--- config.mk ---
export PLATFORM = sky130hd
export DESIGN_NAME = lce_channel
export DESIGN_NICKNAME = d
export VERILOG_FILES = /design/src/lce_pkg.sv /design/src/lce_channel.sv /design/src/lce_tick.sv /design/src/lce_vehicle.sv
export SDC_FILE = /design/constraint.sdc
export NUM_CORES = 1
export LEC_CHECK = 0
export ABC_CLOCK_PERIOD_IN_PS = 4000
export BUFFER_PORTS_ARGS = -buffer_cell sky130_fd_sc_hd__buf_2
export CAP_MARGIN = 0
export CELL_PAD_IN_SITES_DETAIL_PLACEMENT = 1
export CELL_PAD_IN_SITES_GLOBAL_PLACEMENT = 1
export CORE_ASPECT_RATIO = 2
export CORE_UTILIZATION = 45
export DETAILED_ROUTE_END_ITERATION = 8
export PLACE_DENSITY_LB_ADDON = 0.2
export RECOVER_POWER = 25
export SYNTH_ARGS = -nofsm -noshare
export SYNTH_HDL_FRONTEND = slang
export SYNTH_SLANG_ARGS = --single-unit
--- constraint.sdc ---
create_clock -name sys_clk -period 4 [get_ports sys_clk]
set_input_delay 0.6 -clock sys_clk [delete_from_list [all_inputs] [get_ports sys_clk]]
set_output_delay 0.6 -clock sys_clk [all_outputs]
set_load 0.05 [all_outputs]
--- src/lce_pkg.sv ---
// package: register map, field layouts, timing constants for loop channel evaluation
package lce_pkg;
    // ---------------------------------------------
    // register byte addresses
    // ---------------------------------------------
    localparam logic [7:0] LCE_ADDR_CTRL = 8'h00;
    localparam logic [7:0] LCE_ADDR_LENCORR = 8'h04;
    localparam logic [7:0] LCE_ADDR_HOLD = 8'h08;
    localparam logic [7:0] LCE_ADDR_ALIGNMAX = 8'h0C;
    localparam logic [7:0] LCE_ADDR_NOISE = 8'h10;
    localparam logic [7:0] LCE_ADDR_ADDRCFG = 8'h14;
    localparam logic [7:0] LCE_ADDR_STATUS = 8'h18;
    localparam logic [7:0] LCE_ADDR_VEHICLE = 8'h1C;
    localparam logic [7:0] LCE_ADDR_DIAG = 8'h20;
    // ---------------------------------------------
    // control register fields
    // ---------------------------------------------
    localparam int LCE_CTRL_WW_EN = 0;
    localparam int LCE_CTRL_DIR_EN = 1;
    localparam int LCE_CTRL_NORM_REV = 2;
    localparam int LCE_CTRL_POL_NC = 3;
    localparam int LCE_CTRL_ERR_FREE = 4;
    localparam int LCE_CTRL_AUTO_REAL = 5;
    localparam int LCE_CTRL_ALIGN_REQ = 6;
    localparam logic [31:0] LCE_CTRL_RESET = 32'h0000_0002;
    // ---------------------------------------------
    // value limits and defaults
    // ---------------------------------------------
    localparam logic [4:0] LCE_LENCORR_MAX = 5'h14;
    localparam logic [15:0] LCE_NOISE_MIN_DIV = 16'h0004;
    localparam logic [15:0] LCE_NOISE_MAX_MUL = 16'h0002;
    localparam logic [6:0] LCE_ADDR_DEFAULT = 7'h01;
    // ---------------------------------------------
    // timing
    // ---------------------------------------------
    localparam longint LCE_CLK_HZ = 20_000_000;
    localparam longint LCE_RECOVER_S = 4;
    localparam longint LCE_RETRY_S = 60;
    localparam longint LCE_TICK_MS = 1;
    localparam longint LCE_TICK_CYC = LCE_CLK_HZ / 1000 * LCE_TICK_MS;
    localparam longint LCE_RECOVER_TICKS = LCE_RECOVER_S * 1000 / LCE_TICK_MS;
    localparam longint LCE_RETRY_TICKS = LCE_RETRY_S * 1000 / LCE_TICK_MS;
    // ---------------------------------------------
    // types
    // ---------------------------------------------
    typedef struct packed {
        logic valid;
        logic [7:0] real_len_dm;
        logic wrong_way;
        logic reverse_traveler_tag;
        logic forward_direction_tag;
        logic dir_suffix;
    } lce_vehicle_t;
    typedef struct packed {
        logic relay_closed;
        logic oc_high;
    } lce_switch_t;
endpackage

--- src/lce_channel.sv ---
// module: loop channel evaluation top with apb registers
//
// Local design decisions: the register addresses and the APB interface to the registers.
`timescale 1ns/1ps
`default_nettype none
module lce_channel
    import lce_pkg::*;
#(
    parameter int TICK_CYC = int'(LCE_TICK_CYC),
    parameter int RECOVER_TICKS = int'(LCE_RECOVER_TICKS),
    parameter int RETRY_TICKS = int'(LCE_RETRY_TICKS)
) (
    // clock and reset
    input wire logic sys_clk,
    input wire logic rst,
    // apb slave
    input wire logic psel,
    input wire logic penable,
    input wire logic pwrite,
    input wire logic [7:0] paddr,
    input wire logic [31:0] pwdata,
    output logic [31:0] prdata,
    output logic pready,
    output logic pslverr,
    // loop measurement front end
    input wire logic loop_occupied,
    input wire logic align_done,
    input wire logic [15:0] switch_on_thr,
    input wire logic pass_valid,
    input wire logic [7:0] atten_len,
    input wire logic pass_rev,
    // hardware address pins
    input wire logic addr_wired,
    input wire logic [6:0] addr_pins,
    // outputs
    output logic oc_high,
    output logic relay_closed,
    output logic [6:0] bus_addr,
    output logic align_active,
    output logic sens_reduced,
    output lce_pkg::lce_vehicle_t telegram
);
    // ---------------------------------------------
    // state and registers
    // ---------------------------------------------
    typedef enum logic [3:0] {
        LCE_IDLE = 4'h1,
        LCE_ALIGN = 4'h2,
        LCE_RUN = 4'h4,
        LCE_FAULT = 4'h8
    } lce_state_t;
    lce_state_t state_reg, state_next;
    logic [31:0] ctrl_reg, ctrl_next;
    logic [4:0] lencorr_reg, lencorr_next;
    logic [15:0] hold_reg, hold_next;
    logic [15:0] alignmax_reg, alignmax_next;
    logic [15:0] noise_reg, noise_next;
    logic [6:0] addrcfg_reg, addrcfg_next;
    logic [15:0] hold_cnt_reg, hold_cnt_next;
    logic [15:0] align_cnt_reg, align_cnt_next;
    logic [15:0] retry_cnt_reg, retry_cnt_next;
    logic [15:0] rec_cnt_reg, rec_cnt_next;
    logic ignoring_reg, ignoring_next;
    logic [15:0] hold_exp_reg, hold_exp_next;
    logic [31:0] prdata_reg, prdata_next;
    logic pready_reg, pready_next;
    logic pslverr_reg, pslverr_next;
    lce_switch_t sw_reg, sw_next;
    logic [6:0] bus_addr_reg, bus_addr_next;
    logic [1:0] occ_sync, wired_sync, done_sync;
    logic [6:0] pins_s1, pins_s2;
    logic tick, occ, done, wr, rd, occ_eff;
    logic [15:0] noise_min, noise_max, noise_eff;
    // ---------------------------------------------
    // pin synchronisers
    // ---------------------------------------------
    always_ff @(posedge sys_clk) begin
        if (rst) begin
            occ_sync <= 2'h0;
            wired_sync <= 2'h0;
            done_sync <= 2'h0;
            pins_s1 <= 7'h00;
            pins_s2 <= 7'h00;
        end else begin
            occ_sync <= {occ_sync[0], loop_occupied};
            wired_sync <= {wired_sync[0], addr_wired};
            done_sync <= {done_sync[0], align_done};
            pins_s1 <= addr_pins;
            pins_s2 <= pins_s1;
        end
    end
    assign occ = occ_sync[1];
    assign done = done_sync[1];
    lce_tick #(.CYCLES(TICK_CYC)) u_tick (
        .sys_clk(sys_clk),
        .rst(rst),
        .tick(tick)
    );
    lce_vehicle u_veh (
        .sys_clk(sys_clk),
        .rst(rst),
        .len_corr(lencorr_reg),
        .dir_en(ctrl_reg[LCE_CTRL_DIR_EN]),
        .ww_en(ctrl_reg[LCE_CTRL_WW_EN]),
        .norm_rev(ctrl_reg[LCE_CTRL_NORM_REV]),
        .pass_valid(pass_valid && !ignoring_reg && state_reg == LCE_RUN),
        .atten_len(atten_len),
        .pass_rev(pass_rev),
        .veh(telegram)
    );
    // ---------------------------------------------
    // noise clamp
    // ---------------------------------------------
    always_comb begin
        noise_min = switch_on_thr / LCE_NOISE_MIN_DIV;
        noise_max = 16'(switch_on_thr * LCE_NOISE_MAX_MUL);
        noise_eff = noise_reg;
        if (noise_reg < noise_min) begin
            noise_eff = noise_min;
        end else if (noise_reg > noise_max) begin
            noise_eff = noise_max;
        end
    end
    // ---------------------------------------------
    // apb register file
    // ---------------------------------------------
    assign wr = psel && penable && pwrite;
    assign rd = psel && !penable && !pwrite;
    always_comb begin
        ctrl_next = ctrl_reg;
        ctrl_next[LCE_CTRL_ALIGN_REQ] = 1'b0;
        lencorr_next = lencorr_reg;
        hold_next = hold_reg;
        alignmax_next = alignmax_reg;
        noise_next = noise_reg;
        addrcfg_next = addrcfg_reg;
        pready_next = psel && !penable;
        pslverr_next = 1'b0;
        prdata_next = prdata_reg;
        if (psel && !penable) begin
            case (paddr)
                LCE_ADDR_CTRL, LCE_ADDR_LENCORR, LCE_ADDR_HOLD, LCE_ADDR_ALIGNMAX,
                LCE_ADDR_NOISE, LCE_ADDR_ADDRCFG, LCE_ADDR_STATUS, LCE_ADDR_VEHICLE,
                LCE_ADDR_DIAG: pslverr_next = 1'b0;
                default: pslverr_next = 1'b1;
            endcase
        end
        if (rd) begin
            case (paddr)
                LCE_ADDR_CTRL: prdata_next = ctrl_reg;
                LCE_ADDR_LENCORR: prdata_next = {27'h0, lencorr_reg};
                LCE_ADDR_HOLD: prdata_next = {16'h0, hold_reg};
                LCE_ADDR_ALIGNMAX: prdata_next = {16'h0, alignmax_reg};
                LCE_ADDR_NOISE: prdata_next = {noise_eff, noise_reg};
                LCE_ADDR_ADDRCFG: prdata_next = {25'h0, bus_addr_reg};
                LCE_ADDR_STATUS: prdata_next = {24'h0, state_reg, sens_reduced,
                    ignoring_reg, (state_reg == LCE_FAULT), occ};
                LCE_ADDR_VEHICLE: prdata_next = {19'h0, telegram};
                LCE_ADDR_DIAG: prdata_next = {align_cnt_reg, hold_exp_reg};
                default: prdata_next = 32'h0;
            endcase
        end
        if (wr) begin
            case (paddr)
                LCE_ADDR_CTRL: ctrl_next = pwdata;
                LCE_ADDR_LENCORR: lencorr_next = (pwdata[4:0] > LCE_LENCORR_MAX) ?
                    LCE_LENCORR_MAX : pwdata[4:0];
                LCE_ADDR_HOLD: hold_next = pwdata[15:0];
                LCE_ADDR_ALIGNMAX: alignmax_next = pwdata[15:0];
                LCE_ADDR_NOISE: noise_next = pwdata[15:0];
                LCE_ADDR_ADDRCFG: addrcfg_next = pwdata[6:0];
                default: ctrl_next = ctrl_next;
            endcase
        end
    end
    // ---------------------------------------------
    // channel supervision
    // ---------------------------------------------
    always_comb begin
        state_next = state_reg;
        hold_cnt_next = hold_cnt_reg;
        align_cnt_next = align_cnt_reg;
        retry_cnt_next = retry_cnt_reg;
        rec_cnt_next = rec_cnt_reg;
        ignoring_next = ignoring_reg;
        hold_exp_next = hold_exp_reg;
        case (state_reg)
            LCE_IDLE: begin
                state_next = LCE_ALIGN;
                align_cnt_next = 16'h0;
            end
            LCE_ALIGN: begin
                if (tick) begin
                    align_cnt_next = align_cnt_reg + 16'h1;
                end
                if (done) begin
                    state_next = LCE_RUN;
                    hold_cnt_next = 16'h0;
                end else if (alignmax_reg != 16'h0 && align_cnt_reg >= alignmax_reg) begin
                    state_next = LCE_FAULT;
                    retry_cnt_next = 16'h0;
                end
            end
            LCE_RUN: begin
                if (!occ) begin
                    hold_cnt_next = 16'h0;
                end else if (tick && hold_reg != 16'h0 && !ignoring_reg) begin
                    hold_cnt_next = hold_cnt_reg + 16'h1;
                    if (hold_cnt_reg + 16'h1 >= hold_reg) begin
                        ignoring_next = 1'b1;
                        hold_exp_next = hold_exp_reg + 16'h1;
                        state_next = LCE_IDLE;
                    end
                end
                if (ignoring_reg) begin
                    if (occ) begin
                        rec_cnt_next = 16'h0;
                    end else if (tick) begin
                        rec_cnt_next = rec_cnt_reg + 16'h1;
                        if (rec_cnt_reg + 16'h1 >= 16'(RECOVER_TICKS)) begin
                            ignoring_next = 1'b0;
                            rec_cnt_next = 16'h0;
                        end
                    end
                end
            end
            LCE_FAULT: begin
                if (ctrl_reg[LCE_CTRL_AUTO_REAL] && tick) begin
                    retry_cnt_next = retry_cnt_reg + 16'h1;
                    if (retry_cnt_reg + 16'h1 >= 16'(RETRY_TICKS)) begin
                        state_next = LCE_IDLE;
                    end
                end
            end
            default: state_next = LCE_IDLE;
        endcase
        if (ctrl_reg[LCE_CTRL_ALIGN_REQ]) begin
            state_next = LCE_IDLE;
        end
    end
    // ---------------------------------------------
    // switching output and address
    // ---------------------------------------------
    always_comb begin
        occ_eff = (state_reg == LCE_FAULT) ? !ctrl_reg[LCE_CTRL_ERR_FREE]
            : (occ && !ignoring_reg);
        sw_next.oc_high = ctrl_reg[LCE_CTRL_POL_NC] ^ !occ_eff;
        sw_next.relay_closed = ctrl_reg[LCE_CTRL_POL_NC] ^ occ_eff;
        bus_addr_next = wired_sync[1] ? pins_s2 : addrcfg_reg;
    end
    always_ff @(posedge sys_clk) begin
        if (rst) begin
            state_reg <= LCE_IDLE;
            ctrl_reg <= LCE_CTRL_RESET;
            lencorr_reg <= 5'h00;
            hold_reg <= 16'h0;
            alignmax_reg <= 16'h0;
            noise_reg <= 16'h0;
            addrcfg_reg <= LCE_ADDR_DEFAULT;
            hold_cnt_reg <= 16'h0;
            align_cnt_reg <= 16'h0;
            retry_cnt_reg <= 16'h0;
            rec_cnt_reg <= 16'h0;
            ignoring_reg <= 1'b0;
            hold_exp_reg <= 16'h0;
            prdata_reg <= 32'h0;
            pready_reg <= 1'b0;
            pslverr_reg <= 1'b0;
            sw_reg <= '{relay_closed: 1'b1, oc_high: 1'b0};
            bus_addr_reg <= LCE_ADDR_DEFAULT;
        end else begin
            state_reg <= state_next;
            ctrl_reg <= ctrl_next;
            lencorr_reg <= lencorr_next;
            hold_reg <= hold_next;
            alignmax_reg <= alignmax_next;
            noise_reg <= noise_next;
            addrcfg_reg <= addrcfg_next;
            hold_cnt_reg <= hold_cnt_next;
            align_cnt_reg <= align_cnt_next;
            retry_cnt_reg <= retry_cnt_next;
            rec_cnt_reg <= rec_cnt_next;
            ignoring_reg <= ignoring_next;
            hold_exp_reg <= hold_exp_next;
            prdata_reg <= prdata_next;
            pready_reg <= pready_next;
            pslverr_reg <= pslverr_next;
            sw_reg <= sw_next;
            bus_addr_reg <= bus_addr_next;
        end
    end
    assign prdata = prdata_reg;
    assign pready = pready_reg;
    assign pslverr = pslverr_reg;
    assign oc_high = sw_reg.oc_high;
    assign relay_closed = sw_reg.relay_closed;
    assign bus_addr = bus_addr_reg;
    assign align_active = (state_reg == LCE_ALIGN);
    assign sens_reduced = ignoring_reg;
endmodule
`default_nettype wire

--- src/lce_tick.sv ---
// module: millisecond enable divider
`timescale 1ns/1ps
`default_nettype none
module lce_tick #(
    parameter int CYCLES = 20000
) (
    // clock and reset
    input wire logic sys_clk,
    input wire logic rst,
    // enable
    output logic tick
);
    logic [31:0] cnt_reg, cnt_next;
    logic tick_reg, tick_next;
    always_comb begin
        tick_next = 1'b0;
        cnt_next = cnt_reg + 32'h1;
        if (cnt_reg == 32'(CYCLES - 1)) begin
            cnt_next = 32'h0;
            tick_next = 1'b1;
        end
    end
    always_ff @(posedge sys_clk) begin
        if (rst) begin
            cnt_reg <= 32'h0;
            tick_reg <= 1'b0;
        end else begin
            cnt_reg <= cnt_next;
            tick_reg <= tick_next;
        end
    end
    assign tick = tick_reg;
endmodule
`default_nettype wire

--- src/lce_vehicle.sv ---
// module: per-vehicle length and direction evaluation
`timescale 1ns/1ps
`default_nettype none
module lce_vehicle
    import lce_pkg::*;
(
    // clock and reset
    input wire logic sys_clk,
    input wire logic rst,
    // configuration
    input wire logic [4:0] len_corr,
    input wire logic dir_en,
    input wire logic ww_en,
    input wire logic norm_rev,
    // measured passage
    input wire logic pass_valid,
    input wire logic [7:0] atten_len,
    input wire logic pass_rev,
    // result
    output lce_pkg::lce_vehicle_t veh
);
    lce_vehicle_t veh_reg, veh_next;
    logic [4:0] corr;
    logic opposed;
    always_comb begin
        corr = (len_corr > LCE_LENCORR_MAX) ? LCE_LENCORR_MAX : len_corr;
        opposed = pass_rev ^ norm_rev;
        veh_next = veh_reg;
        veh_next.valid = 1'b0;
        if (pass_valid) begin
            veh_next.valid = 1'b1;
            veh_next.real_len_dm = (atten_len > {3'h0, corr}) ?
                8'(atten_len - {3'h0, corr}) : 8'h00;
            veh_next.wrong_way = dir_en & ww_en & opposed;
            veh_next.reverse_traveler_tag = dir_en & ww_en & opposed;
            veh_next.forward_direction_tag = ~(dir_en & ww_en & opposed);
            veh_next.dir_suffix = pass_rev;
        end
    end
    always_ff @(posedge sys_clk) begin
        if (rst) begin
            veh_reg <= '0;
        end else begin
            veh_reg <= veh_next;
        end
    end
    assign veh = veh_reg;
endmodule
`default_nettype wire

* After elaboration in Yosys (flattened, before gate mapping)
Index checks and enable logic that the tools add are counted.
** Storage, ports and cells
- Register bits :: 285
- Bits in latches :: 0
- Memory bits (writable) :: 0
- Bits in read-only memories :: 0
- Input bits :: 81
- Output and inout bits :: 58
- Memories kept :: 0
** Cells by class
- $add $sub $neg :: 7
- $mul :: 0
- Div/mod/pow operators :: 0
- Magnitude comparators :: 9
- Equality and inequality tests :: 24
- Shift-type cells :: 0
- Mux-type cells :: 39
- Bitwise operators :: 9
- Reduce and logical (&&, ||, !) cells :: 40
** Operators by type and width (count)
- one-hot mux 32 bit (9 select lines) :: 1
- 2-to-1 mux 16 bit :: 12
- one-hot mux 16 bit (2 select lines) :: 3
- adder 16 x 1 -> 16 bit, second input constant :: 5
- adder 32 x 1 -> 32 bit, second input constant :: 1
- equality test 32 x 15 -> 1 bit, second input constant :: 1
- equality test 8 x 5 -> 1 bit, second input constant :: 4
- >= comparator 16 bit :: 2
- nonzero test 16 bit :: 2
- 2-to-1 mux 4 bit :: 7
- equality test 8 x 4 -> 1 bit, second input constant :: 2
- >= comparator 16 x 12 -> 1 bit, second input constant :: 1
- >= comparator 16 bit, second input constant :: 1
- > comparator 16 bit :: 1
- less-than comparator 16 x 14 -> 1 bit :: 1
- one-hot mux 4 bit (4 select lines) :: 1
- AND reduction 2 bit :: 7
- 2-to-1 mux 13 bit :: 1
- logical AND 1 bit :: 11
- > comparator 5 bit, second input constant :: 2
- 2-to-1 mux 1 bit :: 10
- 2-to-1 mux 5 bit :: 2
- != test 2 x 1 -> 1 bit, second input constant :: 5
- OR reduction 9 bit :: 1
- other kinds (24) :: 44

* Logic depth before layout (Yosys ltp)
Gate-level depths: netlist of the first run.
- Depth in word-level cells :: 9
- Gate-level depth with buffers :: 16
- Gate-level depth less buffers :: 15

* Hierarchy
From an unflattened synthesis of the first run, not the netlist that was laid out.
** Second synthesis, totals
- Cell total of the unflattened synthesis :: 1859
- Area total of the unflattened synthesis :: 15312.2 um^2
** By module, submodules not included
- lce_channel :: instances 1, cells an instance 1570, area an instance 12819.8 um^2
- lce_tick :: instances 1, cells an instance 191, area an instance 1659.1 um^2
- lce_vehicle :: instances 1, cells an instance 98, area an instance 833.3 um^2

* Worst setup path before layout of the first run
No wires, ideal clock.
- Kind :: flip-flop to flip-flop
- Start :: reg hold_cnt_reg[0]
- End :: reg hold_exp_reg[11]
- Setup time :: 0.128 ns
- Arrival :: 3.440 ns
- Data required time :: 3.872 ns
- Setup slack :: 0.433 ns
- Cell stages (with the launch flop) :: 17
- Buffers on the path :: 1
- Cell sequence :: dfxtp_1 -> ha_1 -> and3_1 -> nand3_1 -> nor2_1 -> and3_1 -> xor2_1 -> ha_1 -> a21o_1 -> a21oi_1 -> nand3_1 -> a41o_1 -> a31oi_1 -> buf_2 -> nor3_1 -> xnor2_1 -> nor2_1
** On the way
- Longest elaborated chain between the ends :: 3
** RTL lines
- start, declared :: RTL line lce_channel.sv:59 : logic [15:0] hold_cnt_reg, hold_cnt_next;
- start signal, assigned :: RTL line lce_channel.sv:279 : hold_cnt_reg <= hold_cnt_next;
- adder 16 x 1 -> 16 bit :: RTL line lce_channel.sv:209 : if (hold_cnt_reg + 16'h1 >= hold_reg) begin
- >= comparator 16 bit :: RTL line lce_channel.sv:209
- AND reduction 4 bit (no line)
- end signal, assigned :: RTL line lce_channel.sv:284 : hold_exp_reg <= hold_exp_next;
- end, declared :: RTL line lce_channel.sv:64 : logic [15:0] hold_exp_reg, hold_exp_next;
Every way passes these cells.
A chain may end at the register's enable or synchronous reset.

* Worst setup path in the final report of the first run
- Start :: in paddr[3]
- End :: reg ctrl_reg[12]
** On the way
- Longest elaborated chain between the ends :: 2
** RTL lines
- start, declared :: RTL line lce_channel.sv:20 : input wire logic [7:0] paddr,
- logical NOT 8 bit :: RTL line lce_channel.sv:164 : case (paddr)
- AND reduction 2 bit (no line)
- end signal, assigned :: RTL line lce_channel.sv:273 : ctrl_reg <= ctrl_next;
- end, declared :: RTL line lce_channel.sv:53 : logic [31:0] ctrl_reg, ctrl_next;
Every way passes these cells.

==> tab_implementation.tex, run 1 <==
\begin{tabular}{lr}
\hline
Metric & Value \\
\hline
\multicolumn{2}{l}{\textbf{Run status}} \\
\quad Run status & finished, violations left \\
\quad Failing checks & max-capacitance violations, max-slew violations \\
\multicolumn{2}{l}{\textbf{Yosys}} \\
\quad Synthesis warning total & 0 \\
\quad Instance count of the mapped netlist & 1822 \\
\quad Post-Syn Area per Cell & between 8 and 9 um\^{}2 \\
\quad Adder-cell share of the synthesized area & approximately 6.4\% \\
\quad Post-synth top flop & dfxtp\_1 \\
\quad Proportion of register bits with asynchronous set or reset after synthesis & 0\% \\
\quad Fraction of synthesized area in multiplexers & 3.76\% \\
\quad Post-synth design cell area & approximately 15000 um\^{}2 \\
\quad Share of synthesized area occupied by flip-flops and latches & roughly two fifths \\
\quad Post-Synth Simple-Gate Area & $\sim$25\% \\
\quad Post-synthesis cell type count & between 70 and 80 \\
\quad Flops \& latches, synth & $\sim$290 \\
\quad Xor and xnor area share after synthesis & 4.71\% \\
\quad Post-synthesis compound-gate area fraction & 17.2\% \\
\quad Post-Synthesis Net Count & around 2000 \\
\quad Dominant combinational cell family by area after synthesis & simple AND/OR/NAND/NOR gates \\
\quad EDFF count, synth & 0 \\
\multicolumn{2}{l}{\textbf{Clocking}} \\
\quad Clock edge transition at the registers on the reported setup and hold paths & $\sim$0.06 ns \\
\quad CTS tree & built \\
\quad CTS root buffer & clkbuf\_16 \\
\quad Clock insertion delay at the later pin of the skew report & 0.57 ns \\
\quad Number of buffers created by CTS & 28 \\
\quad \# Post-CTS Setup Buffers & 0 \\
\quad CTS Buffer Depth & 3 \\
\quad Number of clock sinks seen by CTS & 285 \\
\quad H-tree depth & 1 \\
\multicolumn{2}{l}{\textbf{Worst setup path}} \\
\quad Timing startpoint of the critical path & paddr[3] \\
\quad Critical Path Fanout Max & 32 \\
\quad Crit. End Element & register \\
\quad Startpoint kind of the worst setup timing path & input port \\
\quad Worst flop-to-flop path endpoint & hold\_exp\_reg[13] \\
\quad Worst-case register-to-register setup slack & $\sim$0.34 ns \\
\quad Critical Path AT & 4.14 ns \\
\quad R2r worst-path depth & 16 \\
\quad Required time at the endpoint of the critical path & 4.46 ns \\
\quad Class of the most critical setup path & input port to register \\
\quad R2R Path Start & hold\_cnt\_reg[0] \\
\multicolumn{2}{l}{\textbf{Power}} \\
\quad Static leakage & 6.34 nW \\
\quad Maximum VDD drop & 0.348 mV \\
\quad Total power divided by cell area & between 300 and 400 nW/um\^{}2 \\
\multicolumn{2}{l}{\textbf{STA}} \\
\quad Worst hold margin & between 0.2 and 0.25 ns \\
\quad Final worst-path cycle share & 92.0\% \\
\quad Worst slew margin relative to its limit & -39.4\% \\
\quad Min Clock Period, post-route & 3.68 ns \\
\quad Final-report setup violation count & 0 \\
\quad Final worst clock skew & about 0.024 ns \\
\quad FMAX & between 200 and 300 MHz \\
\quad Worst-margin pin slew & $\sim$2.1 ns \\
\quad Setup tns final & 0 ns \\
\quad Setup repair after global routing missed its margin & no \\
\quad Pins over their slew limit & 85 \\
\quad Final number of hold-violating endpoints & 0 \\
\multicolumn{2}{l}{\textbf{Route}} \\
\quad Post-DRT Antenna Nets & 0 \\
\quad Total number of vias & 14100 \\
\quad Routed wire per std cell & 22.3 um \\
\quad Violation count after the first detailed-route iteration & around 670 \\
\quad Total routed wirelength & 52900 um \\
\quad Number of iterations in the first detailed-routing pass & 5 \\
\quad Vias per Instance & 5.97 \\
\quad DRC viols & 0 \\
\multicolumn{2}{l}{\textbf{Final layout}} \\
\quad Area used by multi-input combinational logic & about 8400 um\^{}2 \\
\quad Combined flip-flop and latch cell area & 5710 um\^{}2 \\
\quad Count of fill cells added during filler insertion & 4014 \\
\quad Area delta synth->final & 13.7\% \\
\quad Fraction of final layout cells with drive strength greater than 1 & 11.1\% \\
\quad Number of nets in the finished design & a little over 2000 \\
\multicolumn{2}{l}{\textbf{GRT}} \\
\quad Total overflow reported by the global router & 0 \\
\quad Pin count of the biggest net entering global routing & 87 \\
\quad Number of global-route vias before repair & about 15000 \\
\quad Wire length of the first global-routing pass & about 80000 um \\
\quad Number of antenna violations at the first check in global routing & 6 \\
\quad Total GRT Usage & approximately a third \\
\multicolumn{2}{l}{\textbf{Min path}} \\
\quad Min-Delay Endpoint & pins\_s1[3] \\
\quad Beginning of the worst hold path & addr\_pins[3] \\
\quad Hold Path Depth & 2 \\
\quad Path class of the lowest-slack min-delay path & input port to register \\
\multicolumn{2}{l}{\textbf{Place}} \\
\quad Gp weighted congestion & roughly 0.96 \\
\quad Half-perimeter wire length of the detailed placement result & roughly 40000 um \\
\quad Buffers on Ports & about 140 \\
\multicolumn{2}{l}{\textbf{Floorplan}} \\
\quad Vertical die dimension & 258 um \\
\quad Effective utilization at floorplan & between 40\% and 50\% \\
\quad Row cnt & 93 \\
\quad DIE WIDTH & between 100 and 150 um \\
\quad Area of the core & 32100 um\^{}2 \\
\quad Total Die Area & 33400 um\^{}2 \\
\quad Number of top-level pins & 139 \\
\multicolumn{2}{l}{\textbf{Flow run}} \\
\quad Max cap viols & 2 \\
\hline
\end{tabular}
==> cells by family (layout without fill, tap and decap cells) <==
kind of cell,after synthesis,in the layout
compound gates,404,404
fa+ha+maj,74,74
other cells,0,3
xor+xnor,79,79
buf+inv,168,288
simple gates,761,761
flops,285,285
mux,51,51
==> through the flow <==
step	power, mW	cells	area (um^2)	util, %	setup WS, ns
detailed placement	3.30	2319	15800	49.2	0.243
global placement	3.29	2319	15800	49.2	0.458
global route	6.24	2372	16700	52.0	0.101
CTS	6.11	2369	16800	52.2	0.233
floorplan	3.14	1822	14700	-	0.433
finish	6.06	2372	16700	52.0	0.319
==> worst max-delay path by stage <==
stage / endpoint / slack, ns / cells after the start
after floorplan: hold_exp_reg[11] / 0.43 / 16
after global placement: hold_exp_reg[15] / 0.46 / 16
after detailed placement: hold_exp_reg[13] / 0.24 / 16
after CTS: hold_exp_reg[13] / 0.23 / 16
after global routing: hold_exp_reg[13] / 0.10 / 16
final: ctrl_reg[12] / 0.32 / 9
==> area by class of cell <==
class	instances	share of cell area [%]
diodes	3	0.0449
inverters	69	1.55
repair buffers	169	5.14
flip-flops and latches	285	34.2
multi-input cells	1369	50.1
clock buffers	35	4.59
well taps	427	3.20
clock inverters	15	1.21
==> layer usage <==
layer	vias to the layer above	share of wire [%]	wire length (um)	GRT usage [%]
met5	-	0.051	27	0
met4	4	9.2	4890	27.6
met3	173	4.4	2320	5.28
met2	397	52	27400	58.3
met1	6923	35	18300	30.9
li1	6652	-	-	-
==> placed cells by master (no fill, tap or decap), types with 26 or more instances in the layout <==
cell type,instances
buf_4,26
and3_1,29
mux2i_1,29
clkbuf_1,45
nor3_1,49
a22oi_1,40
ha_1,73
clkbuf_16,28
nor2b_1,29
buf_2,100
o21ai_0,68
nand3_1,60
nand4_1,30
a221oi_1,26
xor2_1,44
dfxtp_1,285
a21oi_1,167
nor2_1,200
inv_1,69
xnor2_1,35
nand2_1,251
==> Yosys cell counts, types with 3 or more instances <==
cell / number / share of area, %
a211o_1: 4 / 0.24
a211oi_1: 10 / 0.51
a21boi_0: 5 / 0.26
a21o_1: 12 / 0.61
a21oi_1: 167 / 5.7
a221o_1: 5 / 0.34
a221oi_1: 26 / 1.5
a222oi_1: 8 / 0.54
a22oi_1: 40 / 2.0
a31oi_1: 16 / 0.68
a32oi_1: 5 / 0.30
and2_1: 13 / 0.55
and3_1: 29 / 1.2
and4_1: 3 / 0.18
buf_2: 4 / 0.14
clkbuf_1: 91 / 2.3
dfxtp_1: 285 / 39
ha_1: 73 / 6.2
inv_1: 69 / 1.8
mux2_2: 20 / 1.5
mux2i_1: 29 / 2.0
nand2_1: 251 / 6.4
nand2b_1: 12 / 0.51
nand3_1: 61 / 2.1
nand3b_1: 16 / 0.82
nand4_1: 30 / 1.3
nor2_1: 201 / 5.1
nor2b_1: 29 / 1.2
nor3_1: 50 / 1.7
nor3b_1: 3 / 0.15
nor4_1: 19 / 0.81
nor4b_1: 4 / 0.24
o211ai_1: 3 / 0.15
o21ai_0: 68 / 2.3
o22ai_1: 6 / 0.26
o31ai_1: 4 / 0.20
o32ai_1: 3 / 0.18
or2_2: 3 / 0.13
or3_1: 14 / 0.60
or4_1: 3 / 0.15
xnor2_1: 35 / 2.1
xor2_1: 44 / 2.6
==> worst max-delay path, cell delays in order <==
cell	delay, ns
clkbuf_1	0.70
nor2_1	0.15
nand2_1	0.11
clkbuf_1	0.65
nor2_1	0.20
nand2_1	0.12
clkbuf_1	1.20
nand2_1	0.17
a21oi_1	0.22
==> timing repair <==
item / CTS / global route
resized for setup: 0 / 2
hold buffers: 0 / 0
setup endpoints to repair: 0 / 13
endpoints found under the hold margin: 0 / 0
==> power by group <==
part | switching (mW) | total [mW] | internal [mW]
logic | 0.251 | 0.353 | 0.102
clock network | 1.20 | 2.82 | 1.62
registers | 0.0219 | 2.89 | 2.86
total | 1.47 | 6.06 | 4.59
Note: power is estimated with default switching activity, not from simulation.
==> inputs of run 2 (changes only) <==
--- a/config.mk
+++ b/config.mk
@@ -11,6 +11,7 @@
 export CELL_PAD_IN_SITES_DETAIL_PLACEMENT = 1
 export CELL_PAD_IN_SITES_GLOBAL_PLACEMENT = 1
 export CORE_ASPECT_RATIO = 2
+export CORE_MARGIN = 2
 export CORE_UTILIZATION = 45
 export DETAILED_ROUTE_END_ITERATION = 8
 export PLACE_DENSITY_LB_ADDON = 0.2
==> run 2 against run 1 <==
  * The run still ends with max-capacitance violations, max-slew violations left
  * Register-to-register slack improved by 0.06 ns
  * Sequential share of layout area about the same
  * Clock skew fell by 0.0085 ns
  * First-iteration DRC count decreased by 4.2%
  * Critical path depth increased by 7
  * Count of clock-buffer cells in the layout increased by 2
  * Routed wire length grew 0.90%
  * Critical path type is now register to register
  * Largest cell class unchanged
  * Largest power group unchanged
  * Highest routed layer is now met4
==> tab_implementation.tex, run 2 (synthesized netlist as in run 1, its figures left out) <==
\begin{tabular}{lr}
\hline
Metric & Value \\
\hline
\multicolumn{2}{l}{\textbf{Run status}} \\
\quad Run status & finished, violations left \\
\quad Failing checks & max-capacitance violations, max-slew violations \\
\multicolumn{2}{l}{\textbf{Power}} \\
\quad Total power divided by cell area & 363 nW/um\^{}2 \\
\quad Portion of total power attributed to combinational logic & 5.9\% \\
\quad Share of total power in sequential cells & between 40\% and 50\% \\
\quad Internal & 4.58 mW \\
\quad Overall power after layout & 6.07 mW \\
\quad Net switching fraction of the power & 24.6\% \\
\quad Static leakage & 6.28 nW \\
\quad Sw power & 1.49 mW \\
\quad Maximum VDD drop & 0.350 mV \\
\quad Clk network pwr share & a little under half \\
\multicolumn{2}{l}{\textbf{Min path}} \\
\quad Path class of the lowest-slack min-delay path & input port to register \\
\quad Beginning of the worst hold path & addr\_pins[4] \\
\quad Hold Path Depth & 2 \\
\quad Min-Delay Endpoint & pins\_s1[4] \\
\multicolumn{2}{l}{\textbf{Clocking}} \\
\quad H-tree depth & 1 \\
\quad Clock insertion delay at the later pin of the skew report & 0.57 ns \\
\quad CTS tree & built \\
\quad Number of buffers created by CTS & 28 \\
\quad Cells resized by post-CTS repair & 0 \\
\quad CTS Buffer Depth & 3 \\
\quad CTS root buffer & clkbuf\_16 \\
\quad Clock edge transition at the registers on the reported setup and hold paths & 0.07 ns \\
\quad \# Post-CTS Setup Buffers & 0 \\
\quad Hold Buf Count CTS & 0 \\
\quad Number of clock sinks seen by CTS & 285 \\
\multicolumn{2}{l}{\textbf{STA}} \\
\quad Final-report setup violation count & 0 \\
\quad Pins over their slew limit & 79 \\
\quad Final worst clock skew & 0.0159 ns \\
\quad Min Clock Period, post-route & 3.60 ns \\
\quad FMAX & 277 MHz \\
\quad Setup repair after global routing missed its margin & no \\
\quad Final worst-path cycle share & 90.1\% \\
\quad Worst slew margin relative to its limit & -12.9\% \\
\quad Setup tns final & 0 ns \\
\quad Final number of hold-violating endpoints & 0 \\
\quad Worst-margin pin slew & 1.69 ns \\
\multicolumn{2}{l}{\textbf{Worst setup path}} \\
\quad Delay of the slowest cell on the worst path & 0.42 ns \\
\quad R2r worst-path depth & 16 \\
\quad CP max-delay cell & dfxtp\_1 \\
\quad Required time at the endpoint of the critical path & between 4 and 5 ns \\
\quad Worst-case register-to-register setup slack & 0.40 ns \\
\quad Cell family with most CP delay & simple AND/OR/NAND/NOR gates \\
\quad Number of buffer and inverter instances along the worst setup path & 2 \\
\quad Worst flop-to-flop path endpoint & hold\_exp\_reg[9] \\
\quad Class of the most critical setup path & register to register \\
\quad Cell-by-cell trace of the critical path & ha\_1 > and3\_1 > nand3\_2 > nor3\_2 > buf\_4 > and3\_1 > xor2\_1 > ha\_1 > a21o\_1 > a21o\_1 > and2\_1 > a31oi\_1 > buf\_4 > nor3\_1 > xnor2\_1 > nor2\_1 \\
\quad Critical Path Fanout Max & 17 \\
\quad Crit. End Element & register \\
\quad R2R Path Start & hold\_cnt\_reg[0] \\
\quad Critical Path AT & 4.04 ns \\
\quad Startpoint kind of the worst setup timing path & register \\
\multicolumn{2}{l}{\textbf{Route}} \\
\quad Routed wire per std cell & between 20 and 25 um \\
\quad Total number of vias & 14200 \\
\quad Total routed wirelength & between 50000 and 60000 um \\
\quad DRC viols & 0 \\
\quad Number of iterations in the first detailed-routing pass & 7 \\
\quad Vias per Instance & 5.97 \\
\quad Violation count after the first detailed-route iteration & 646 \\
\quad Post-DRT Antenna Nets & 0 \\
\multicolumn{2}{l}{\textbf{GRT}} \\
\quad Pin count of the biggest net entering global routing & 95 \\
\quad Total GRT Usage & 30.8\% \\
\quad Number of global-route vias before repair & 14900 \\
\quad Number of antenna violations at the first check in global routing & 0 \\
\quad Total overflow reported by the global router & 0 \\
\quad Wire length of the first global-routing pass & 82700 um \\
\multicolumn{2}{l}{\textbf{Floorplan}} \\
\quad Total Die Area & $\sim$34000 um\^{}2 \\
\quad Number of top-level pins & 139 \\
\quad Effective utilization at floorplan & 45.6\% \\
\quad Vertical die dimension & 260 um \\
\quad DIE WIDTH & 132 um \\
\quad Row cnt & 93 \\
\quad Area of the core & 32200 um\^{}2 \\
\multicolumn{2}{l}{\textbf{Final layout}} \\
\quad Fraction of final layout cells with drive strength greater than 1 & between 10 and 15\% \\
\quad Combined flip-flop and latch cell area & 5710 um\^{}2 \\
\quad Count of fill cells added during filler insertion & 3987 \\
\quad Number of nets in the finished design & 2077 \\
\quad Most frequent cells in the layout & 285 x dfxtp\_1, 251 x nand2\_1, 199 x nor2\_1, 167 x a21oi\_1, 84 x buf\_2 \\
\quad Number of diodes added for antenna fixing & 0 \\
\quad Area used by multi-input combinational logic & approximately 8400 um\^{}2 \\
\quad Most common library cell in the layout ignoring fill and taps & dfxtp\_1 \\
\quad Area delta synth->final & 13.8\% \\
\quad Post-layout instance area & 16700 um\^{}2 \\
\multicolumn{2}{l}{\textbf{Place}} \\
\quad Buffers on Ports & roughly 140 \\
\quad Post-detailed-placement cell area & 15800 um\^{}2 \\
\quad Half-perimeter wire length of the detailed placement result & 40700 um \\
\quad Gp weighted congestion & between 0.9 and 1 \\
\multicolumn{2}{l}{\textbf{Flow run}} \\
\quad Max cap viols & 1 \\
\hline
\end{tabular}
==> run 2: cell types whose count changed in the layout (fill, tap and decap cells not counted), moves of 3 or more <==
cell / previous run / this run
buf_4: 26 / 29
diode_2: 3 / 0
clkinvlp_4: 0 / 4
clkbuf_1: 45 / 56
buf_2: 100 / 84
clkinv_2: 8 / 5
==> run 2: through the flow <==
step	setup slack [ns]	hold WS [ns]	util, %	cells
6_report	0.396	0.238	51.9	2371
5_1_grt	0.0672	0.239	51.9	2371
4_1_cts	0.296	0.225	52.1	2371
3_5_place_dp	0.319	0.430	49.1	2319
3_3_place_gp	0.486	0.422	49.1	2319
2_1_floorplan	0.433	0.414	-	1822
==> run 2: layer usage <==
| metal | wire length [um] | up-vias | track usage [%] |
|---|---|---|---|
| li1 | - | 6649 | - |
| met1 | 18300 | 6903 | 29.8 |
| met2 | 27900 | 423 | 58.2 |
| met3 | 2350 | 178 | 3.88 |
| met4 | 4890 | 0 | 24.3 |
| met5 | 0 | - | 0 |
==> run 2: how the worst max path moves through the flow <==
stage / end / startpoint / cells past startpoint
2_1_floorplan: hold_exp_reg[11] / hold_cnt_reg[0] / 16
3_3_place_gp: hold_exp_reg[15] / hold_cnt_reg[0] / 16
3_5_place_dp: hold_exp_reg[9] / hold_cnt_reg[0] / 16
4_1_cts: hold_exp_reg[9] / hold_cnt_reg[0] / 16
5_1_grt: hold_exp_reg[12] / hold_cnt_reg[0] / 16
6_report: hold_exp_reg[9] / hold_cnt_reg[0] / 16
==> run 2: power by group through the flow <==
stage	Clock (mW)	Sequential [mW]	Combinational, mW
5_1_grt	2.98	2.89	0.384
3_3_place_gp	0	2.95	0.351
3_5_place_dp	0	2.95	0.359
4_1_cts	2.88	2.88	0.360
6_report	2.83	2.89	0.357
2_1_floorplan	0	2.98	0.167
==> run 2: final cells by class <==
type / count / area share [%]
multi-input cells: 1369 / 50.1
flip-flops and latches: 285 / 34.1
repair buffers: 169 / 5.22
clock buffers: 37 / 4.82
well taps: 427 / 3.19
inverters: 69 / 1.55
clock inverters: 15 / 1.02
==> run 2: worst reg2reg max path, delay by kind of cell (launching register included) <==
family | cells | cell delay [ns]
flops | 1 | 0.42
simple gates | 7 | 1.27
compound gates | 3 | 0.49
fa+ha+maj | 2 | 0.54
xor+xnor | 2 | 0.34
buf+inv | 2 | 0.42
